--- config.mk ---
export PLATFORM = sky130hd
export DESIGN_NAME = fcp_protect
export DESIGN_NICKNAME = d
export VERILOG_FILES = /design/src/design/fcp_pkg.sv /design/src/design/fcp_protect.sv
export VERILOG_INCLUDE_DIRS = /design/src /design/src/design
export SDC_FILE = /design/constraint.sdc
export NUM_CORES = 1
export LEC_CHECK = 0
export ABC_AREA = 1
export BUFFER_PORTS_ARGS = -buffer_cell sky130_fd_sc_hd__buf_2
export CORE_ASPECT_RATIO = 0.9
export CORE_UTILIZATION = 38
export DETAILED_ROUTE_END_ITERATION = 8
export GPL_ROUTABILITY_DRIVEN = 0
export PLACE_DENSITY_LB_ADDON = 0.2
export SLEW_MARGIN = 20
export SYNTH_ARGS = -nofsm -noshare
export SYNTH_HDL_FRONTEND = slang
export SYNTH_SLANG_ARGS = --single-unit
--- constraint.sdc ---
create_clock -name pclk -period 1.21 [get_ports pclk]
set_input_delay 0.242 -clock pclk [delete_from_list [all_inputs] [get_ports pclk]]
set_output_delay 0.242 -clock pclk [all_outputs]
set_load 0.005 [all_outputs]
--- src/design/fcp_defines.svh ---
`ifndef FCP_DEFINES_SVH
`define FCP_DEFINES_SVH

// Register byte offsets on the APB.
`define FCP_OFF_CTRL    12'h000
`define FCP_OFF_STATUS  12'h004

// Control register fields.
`define FCP_CTRL_LOAD_BIT 0

// Status register field positions.
`define FCP_ST_LEVEL_LSB  0
`define FCP_ST_LEVEL_MSB  1
`define FCP_ST_EA_BIT     2
`define FCP_ST_VALID_BIT  3
`define FCP_ST_BITS_LSB   4
`define FCP_ST_BITS_MSB   6

// Reset values.
`define FCP_SEC_RESET     3'h0

`endif

--- src/design/fcp_pkg.sv ---
package fcp_pkg;

	// Decoded protection level; the usual path steps in Gray code.
	typedef enum logic [1:0] {
		FCP_LVL_NONE  = 2'h0,
		FCP_LVL_READ  = 2'h1,
		FCP_LVL_VERIF = 2'h3,
		FCP_LVL_EXEC  = 2'h2
	} fcp_level_t;

	// Sequencer for capturing security bits after reset.
	typedef enum logic [1:0] {
		FCP_ST_IDLE = 2'h0,
		FCP_ST_LOAD = 2'h1,
		FCP_ST_RUN  = 2'h3
	} fcp_state_t;

	// Restrictions derived from the level, travelling together.
	typedef struct packed {
		logic block_table;
		logic ea_latch;
		logic block_prog;
		logic block_verify;
		logic block_ext_exec;
	} fcp_restrict_t;

endpackage : fcp_pkg

--- src/design/fcp_protect.sv ---
// Notes on behaviour
// - No bits programmed: flash programmable and verifiable.
// - Bit one blocks external table reads internally.
// - Level two up: external access pin latched.
// - Level two up: programming rejected.
// - Bits one and two: verify disabled too.
// - All three: external execution forbidden too.
//
// The placing of the registers and the APB slave port are this design's own decisions.
`timescale 1ns/100ps
`include "fcp_defines.svh"

module fcp_protect (
	input  wire logic        pclk,
	input  wire logic        presetn,
	input  wire logic        clk_en,
	input  wire logic        psel,
	input  wire logic        penable,
	input  wire logic        pwrite,
	input  wire logic [11:0] paddr,
	input  wire logic [31:0] pwdata,
	output logic      [31:0] prdata,
	output logic             pready,
	output logic             pslverr,
	input  wire logic [2:0]  nv_sec_bits,
	input  wire logic        external_access_pin,
	input  wire logic        table_read_req,
	input  wire logic        fetch_external,
	input  wire logic        target_internal,
	input  wire logic        prog_req,
	input  wire logic        verify_req,
	input  wire logic        ext_fetch_req,
	output logic             table_read_grant,
	output logic             prog_grant,
	output logic             verify_grant,
	output logic             ext_fetch_grant,
	output logic             ea_effective,
	output logic             sec_valid
);

	////////////////////////////////////////////////////////////////////////////
	// Pin synchroniser and sequencer.

	logic                  ea_s1_r, ea_s2_r;
	logic [2:0]            sec_r;
	logic                  ea_lat_r;
	fcp_pkg::fcp_state_t   state_r;
	fcp_pkg::fcp_level_t   level;
	fcp_pkg::fcp_restrict_t rst_q;
	logic                  acc_ok, apb_wr, apb_rd;

	// Two flops before anything reads the pin. They carry no reset so that the
	// pin has already crossed them when the sequencer latches it two edges after
	// release; with a reset the latch could only ever capture the reset value.
	always_ff @(posedge pclk) begin
		if (clk_en) begin
			ea_s1_r <= external_access_pin;
			ea_s2_r <= ea_s1_r;
		end
	end

	assign acc_ok = psel & penable;
	assign apb_wr = acc_ok & pwrite;
	assign apb_rd = acc_ok & ~pwrite;

	// Bits and the pin are captured once after reset release; nothing reloads
	// them afterwards, so the level cannot change while running.
	always_ff @(posedge pclk or negedge presetn) begin
		if (!presetn) begin
			state_r  <= fcp_pkg::FCP_ST_IDLE;
			sec_r    <= `FCP_SEC_RESET;
			ea_lat_r <= 1'b0;
		end else if (clk_en) begin
			case (state_r)
				fcp_pkg::FCP_ST_IDLE: begin
					state_r <= fcp_pkg::FCP_ST_LOAD;
				end
				fcp_pkg::FCP_ST_LOAD: begin
					sec_r    <= nv_sec_bits;
					ea_lat_r <= ea_s2_r;
					state_r  <= fcp_pkg::FCP_ST_RUN;
				end
				default: begin
					state_r <= fcp_pkg::FCP_ST_RUN;
				end
			endcase
		end
	end

	////////////////////////////////////////////////////////////////////////////
	// Level decode. Undefined patterns fall to the level that their unbroken run
	// of set low bits implies; any set bit above the lowest clear bit is ignored.

	always_comb begin
		if (!sec_r[0])
			level = fcp_pkg::FCP_LVL_NONE;
		else if (!sec_r[1])
			level = fcp_pkg::FCP_LVL_READ;
		else if (!sec_r[2])
			level = fcp_pkg::FCP_LVL_VERIF;
		else
			level = fcp_pkg::FCP_LVL_EXEC;
	end

	always_comb begin
		rst_q.block_table    = (level != fcp_pkg::FCP_LVL_NONE);
		rst_q.ea_latch       = (level != fcp_pkg::FCP_LVL_NONE);
		rst_q.block_prog     = (level != fcp_pkg::FCP_LVL_NONE);
		rst_q.block_verify   = (level == fcp_pkg::FCP_LVL_VERIF) ||
		                       (level == fcp_pkg::FCP_LVL_EXEC);
		rst_q.block_ext_exec = (level == fcp_pkg::FCP_LVL_EXEC);
	end

	////////////////////////////////////////////////////////////////////////////
	// Registered grants; nothing is granted until the level is loaded.

	always_ff @(posedge pclk or negedge presetn) begin
		if (!presetn) begin
			table_read_grant <= 1'b0;
			prog_grant       <= 1'b0;
			verify_grant     <= 1'b0;
			ext_fetch_grant  <= 1'b0;
			ea_effective     <= 1'b0;
			sec_valid        <= 1'b0;
		end else if (clk_en) begin
			sec_valid        <= (state_r == fcp_pkg::FCP_ST_RUN);
			table_read_grant <= (state_r == fcp_pkg::FCP_ST_RUN) & table_read_req &
			                    ~(rst_q.block_table & fetch_external & target_internal);
			prog_grant       <= (state_r == fcp_pkg::FCP_ST_RUN) & prog_req &
			                    ~rst_q.block_prog;
			verify_grant     <= (state_r == fcp_pkg::FCP_ST_RUN) & verify_req &
			                    ~rst_q.block_verify;
			ext_fetch_grant  <= (state_r == fcp_pkg::FCP_ST_RUN) & ext_fetch_req &
			                    ~rst_q.block_ext_exec;
			ea_effective     <= rst_q.ea_latch ? ea_lat_r : ea_s2_r;
		end
	end

	////////////////////////////////////////////////////////////////////////////
	// APB slave: zero-wait, unmapped addresses answer with pslverr.
	// Data and error are formed from the setup cycle, so they stand for exactly
	// the one access cycle in which pready is high.

	always_ff @(posedge pclk or negedge presetn) begin
		if (!presetn) begin
			prdata  <= 32'h0000_0000;
			pready  <= 1'b0;
			pslverr <= 1'b0;
		end else if (clk_en) begin
			pready  <= psel & ~penable;
			pslverr <= 1'b0;
			prdata  <= 32'h0000_0000;
			if (psel & ~penable & ~pwrite) begin
				if (paddr == `FCP_OFF_STATUS) begin
					prdata[`FCP_ST_LEVEL_MSB:`FCP_ST_LEVEL_LSB] <= level;
					prdata[`FCP_ST_EA_BIT]                      <= ea_lat_r;
					prdata[`FCP_ST_VALID_BIT]                   <= (state_r == fcp_pkg::FCP_ST_RUN);
					prdata[`FCP_ST_BITS_MSB:`FCP_ST_BITS_LSB]   <= sec_r;
				end else if (paddr != `FCP_OFF_CTRL) begin
					pslverr <= 1'b1;
				end
			end else if (psel & ~penable & pwrite) begin
				if (paddr != `FCP_OFF_CTRL)
					pslverr <= 1'b1;
			end
		end
	end

	////////////////////////////////////////////////////////////////////////////
	// Checks.

	chk_prog_blocked: assert property (@(posedge pclk) disable iff (!presetn)
		clk_en && rst_q.block_prog |=> !prog_grant)
		else $error("programming granted while protected");
	chk_verify_blocked: assert property (@(posedge pclk) disable iff (!presetn)
		clk_en && sec_r[1:0] == 2'h3 |=> !verify_grant)
		else $error("verify granted at level three");
	chk_exec_blocked: assert property (@(posedge pclk) disable iff (!presetn)
		clk_en && sec_r == 3'h7 |=> !ext_fetch_grant)
		else $error("external execution granted at level four");
	chk_table_blocked: assert property (@(posedge pclk) disable iff (!presetn)
		clk_en && sec_r[0] && fetch_external && target_internal |=> !table_read_grant)
		else $error("external table read of internal byte granted");
	chk_open_grant: assert property (@(posedge pclk) disable iff (!presetn)
		clk_en && state_r == fcp_pkg::FCP_ST_RUN && sec_r == 3'h0 && prog_req && verify_req
		|=> prog_grant && verify_grant)
		else $error("unprotected flash refused");
	chk_ea_held: assert property (@(posedge pclk) disable iff (!presetn)
		clk_en && state_r == fcp_pkg::FCP_ST_RUN && rst_q.ea_latch |=> ea_effective == $past(ea_lat_r))
		else $error("latched pin value not used");
	chk_level_stable: assert property (@(posedge pclk) disable iff (!presetn)
		state_r == fcp_pkg::FCP_ST_RUN |=> $stable(sec_r) && $stable(ea_lat_r))
		else $error("protection level changed after load");
	chk_load_time: assert property (@(posedge pclk) disable iff (!presetn)
		state_r == fcp_pkg::FCP_ST_IDLE && clk_en ##1 clk_en |=> state_r == fcp_pkg::FCP_ST_RUN)
		else $error("load sequence too slow");

	// Positive checks and one gate check: rights that a lower level keeps must still be granted,
	// otherwise an over-eager decode would pass every blocking check above; and no grant may precede the load.
	chk_verify_open: assert property (@(posedge pclk) disable iff (!presetn)
		clk_en && state_r == fcp_pkg::FCP_ST_RUN && sec_r == 3'h1 && verify_req |=> verify_grant)
		else $error("verify refused at level two");
	chk_exec_open: assert property (@(posedge pclk) disable iff (!presetn)
		clk_en && state_r == fcp_pkg::FCP_ST_RUN && sec_r == 3'h3 && ext_fetch_req |=> ext_fetch_grant)
		else $error("external execution refused at level three");
	chk_table_open: assert property (@(posedge pclk) disable iff (!presetn)
		clk_en && state_r == fcp_pkg::FCP_ST_RUN && table_read_req && !target_internal |=> table_read_grant)
		else $error("table read of external byte refused");
	chk_grant_gated: assert property (@(posedge pclk) disable iff (!presetn)
		clk_en && state_r != fcp_pkg::FCP_ST_RUN
		|=> !table_read_grant && !prog_grant && !verify_grant && !ext_fetch_grant)
		else $error("grant issued before level loaded");
	chk_ea_live: assert property (@(posedge pclk) disable iff (!presetn)
		clk_en && !rst_q.ea_latch |=> ea_effective == $past(ea_s2_r))
		else $error("pin not passed through while unprotected");

	cov_level_open: cover property (@(posedge pclk) sec_valid && level == fcp_pkg::FCP_LVL_NONE);
	cov_level_read: cover property (@(posedge pclk) sec_valid && level == fcp_pkg::FCP_LVL_READ);
	cov_level_exec: cover property (@(posedge pclk) sec_valid && level == fcp_pkg::FCP_LVL_EXEC);
	cov_apb_read:   cover property (@(posedge pclk) apb_rd && pready);
	cov_apb_write:  cover property (@(posedge pclk) apb_wr && pready);

endmodule : fcp_protect

==> results <==
- After routing the design area is 1390 um^2.
- The highest clock rate is 887 MHz.
- For this run, the leading register cell type out of synthesis is sky130_fd_sc_hd__dfrtp_1.
- The detailed router finished its first iteration with 20 violations.
- The final cycle utilization of the critical path is 93.2%.
- The die area is 3360 um^2.
- The buffering stage count on the worst path with inverters included is 1.
- In this run the count of I/O pins placed on the die edge is 100.
- The cell at the root of the clock tree is sky130_fd_sc_hd__clkbuf_4.
- The cell area that synthesis handed to floorplanning was 1190 um^2.
- The longest clock path from root to sink contains 2 buffers.
- The number of input and output port buffers inserted is 42.
- The kind of start point of the critical path is a flop.
- The floorplan has 18 rows.
- The count of yosys warnings during synthesis is 0.
- CTS built an H-tree with a depth of 1.
- The flow ran to the end, and the final reports show no timing, DRC or antenna violations.
- For this design the ratio of total power to cell area is 936 nW/um^2.
- Global routing finished with a remaining overflow of 0.
- Setup repair after global routing left no endpoint under its margin.
- The max-cap violation count is 0.
- The core footprint is 2860 um^2.
- The area overhead of the layout relative to synthesis is 16.9%.
- The number of vias per cell is 4.12.
- In this run the post-CTS setup repair buffer count came out at 0.
- After filler insertion, the fill cell instance count of the layout stands at 304.
- The delay contributed by the slowest stage of the critical path is 0.38 ns.
- Once routing completed, OpenROAD measured the worst setup slack at 0.0824 ns.
- For this design, the sink count on the clock tree is 23.
- Traced cell by cell, the critical path runs through inv_1, nand3_1, mux2_2.
- Clock tree synthesis inserted a total of 3 buffers.
- The repair_antennas step left the layout with diodes totalling 0.
- The floorplan die width is 61.0 um.
- For this run, design rule violations remaining after detail routing come to 0.
- The layout cell share with drive strength beyond 1 is 31.5%.
- The pre-antenna-repair detailed-routing pass consisted of 3 iterations.
- The remaining antenna violation count is 0.
- The starting utilization of the core area is 41.6%.
- Adding up every negative setup slack in the final design gives 0 ns.
- The internal power is 0.991 mW.
- The tightest hold path in the finished design has a slack of 0.107 ns.
- The final layout contains routed wiring with a total length of 2.12 mm.
- The via count of the first global-routing pass was 832.
- The count of hold buffers inserted by post-cts repair is 1.
- IR analysis of the VDD net gives a maximum drop of 0.000558 V.
- The total via count in the routed design is 910.
- The count of flip-flops with a built-in enable after synthesis is 2.
- The global-route wire length before repair is 3.50 mm.
- The cell count after synthesis is 135.
- The number of different library cells used by synthesis comes to 23.
- TritonCTS built the clock tree.
- The critical-path cell with the highest stage delay is sky130_fd_sc_hd__dfrtp_1.
- The path class of the lowest-slack min-delay path is in -> reg.
- The fraction of registers with async set/reset is 91.3%.
- For the worst-skew pair, the clock arrives at the later sink with an insertion delay of 0.30 ns.
- Entering global routing, the biggest net connects 22 pins.
- The part of the total power dissipated in the clock network is 26.3%.
- The worst setup path is of the reg -> reg kind.
- The fraction of power spent switching nets is 24.0%.
- The number of failing hold endpoints at the final stage is 0.
- The largest registers in the layout are prdata x7, sec_r x3, state_r x2.
- The sequential cell area fraction in the yosys report is 49.2%.
- The placed instances occupy a cell area of 1360 um^2.
- The register with the most flip-flops in the layout has 7 of them.
- On the critical path the largest part of the delay comes from flip-flops.
- The initial antenna violation count came to 0.
- The half-perimeter wire length after placement is 1.67 mm.
- The nature of the critical path endpoint is a flop.
- The register name with the most flops is prdata.
- The number of synthesized register bits is 23.
- The number of nets at the end of the flow is 242.
- The number of cells upsized or downsized after cts is 0.
- The arrival time of the worst setup path is 1.33 ns.
- In this run the vertical extent of the chip is 55.1 um.
- The smallest clock period supported by the final layout is computed as 1.13 ns.
- The number of max-slew violations in the final report is 0.
- Across every metal layer, demand over resource in global routing totals 14.6%.
- At the worst endpoint, the required time is 1.41 ns.
- The post-placement setup slack is 0.0929 ns.
- Summed over all cells, the static leakage comes to 0.814 nW.
- Setup violations remaining at the end of the flow were counted as 0.
- The total net switching power is 0.313 mW.
- The routed length per placed instance is 9.58 um.
- Each instance of the synthesized netlist takes up on average 8.82 um^2.
- Per report_power, the sequential group accounts for 62.0% of the total.
- Of all nets on the critical path, the largest fanout is 5.
- The portion of total power attributed to combinational logic is 11.7%.
- After clock tree synthesis, the clock-pin slew on the worst setup and hold paths is 0.12 ns.
- The setup clock skew after layout is 0.00416 ns.
## final cells by class
class	count	area, um^2	share of cell area (%)
Tap cell	40	50.0	3.59
Clock buffer	4	26.3	1.89
Sequential cell	23	586	42.0
Timing Repair Buffer	44	228	16.4
Inverter	11	41.3	2.96
Multi-Input combinational cell	99	462	33.2
## metrics by stage
stage / cells / total power, mW / util [%]
floorplan: 159 / 0.947 / -
global placement: 216 / 0.973 / 47.4
detailed placement: 216 / 0.976 / 47.4
CTS: 221 / 1.33 / 48.7
global route: 221 / 1.40 / 48.7
finish: 221 / 1.30 / 48.7
## cells in the final DEF (no fill, tap or decap), types with 2 or more instances in the layout
cell type / n
sky130_fd_sc_hd__nor2_1: 6
sky130_fd_sc_hd__mux2_2: 3
sky130_fd_sc_hd__o21ai_0: 3
sky130_fd_sc_hd__nor2_2: 2
sky130_fd_sc_hd__edfxtp_1: 2
sky130_fd_sc_hd__inv_1: 10
sky130_fd_sc_hd__nand4_1: 2
sky130_fd_sc_hd__buf_2: 42
sky130_fd_sc_hd__dfrtp_1: 21
sky130_fd_sc_hd__conb_1: 25
sky130_fd_sc_hd__nand3_1: 9
sky130_fd_sc_hd__clkbuf_4: 3
sky130_fd_sc_hd__nand2_1: 40
## worst reg2reg max path: cells and delay by family, from the launching register on
kind                   cells  cell delay [ns]
DFF                        1             0.38
and+or+nand+nor            1             0.20
buffers and inverters      1             0.12
muxes                      1             0.33
## power groups by stage
stage	registers (mW)	logic (mW)	clock network, mW
floorplan	0.826	0.121	0
global placement	0.823	0.149	0
detailed placement	0.824	0.152	0
CTS	0.809	0.155	0.361
global route	0.812	0.184	0.403
finish	0.808	0.153	0.343
## cells by family after synthesis
family          count (synthesis)  share of synthesized area, %
other cells                     1                         0.315
simple gates                   65                          25.3
compound gates                  6                          2.73
flops                          23                          49.2
buf+inv                        37                          19.6
mux                             3                          2.84
## cells in the mapped netlist (2+ instances only)
cell type	instances	area share, %
sky130_fd_sc_hd__nand2_1	40	13
sky130_fd_sc_hd__buf_4	25	16
sky130_fd_sc_hd__dfrtp_1	21	44
sky130_fd_sc_hd__inv_1	10	3.2
sky130_fd_sc_hd__nand3_1	9	3.8
sky130_fd_sc_hd__nor2_1	6	1.9
sky130_fd_sc_hd__mux2_2	3	2.8
sky130_fd_sc_hd__o21ai_0	3	1.3
sky130_fd_sc_hd__edfxtp_1	2	5.0
sky130_fd_sc_hd__nand4_1	2	1.1
sky130_fd_sc_hd__nor2_2	2	1.1
## per-layer routing
metal | vias up | GRT usage (%) | share of wire (%)
li1 | 468 | - | -
met1 | 407 | 18.1 | 44
met2 | 35 | 25.3 | 50
met4 | 0 | 2.27 | 0
met5 | - | 0 | 0
met3 | 0 | 4.88 | 6.1
## path summary, 6_finish.rpt
| kind | start | endpoint | slack (ns) | depth (start not counted) |
|---|---|---|---|---|
| max in group asynchronous | presetn | sec_r[0] | 0.48 | 2 |
| setup reg to reg | state_r[1] | ea_lat_r | 0.08 | 3 |
| hold / removal | external_access_pin | ea_s1_r | 0.11 | 1 |
| min in group asynchronous | presetn | state_r[1] | 0.41 | 2 |
| hold reg to reg | ea_s1_r | ea_s2_r | 0.43 | 0 |
| setup / recovery | state_r[1] | ea_lat_r | 0.08 | 3 |
Power figures use the tool's default switching activity.
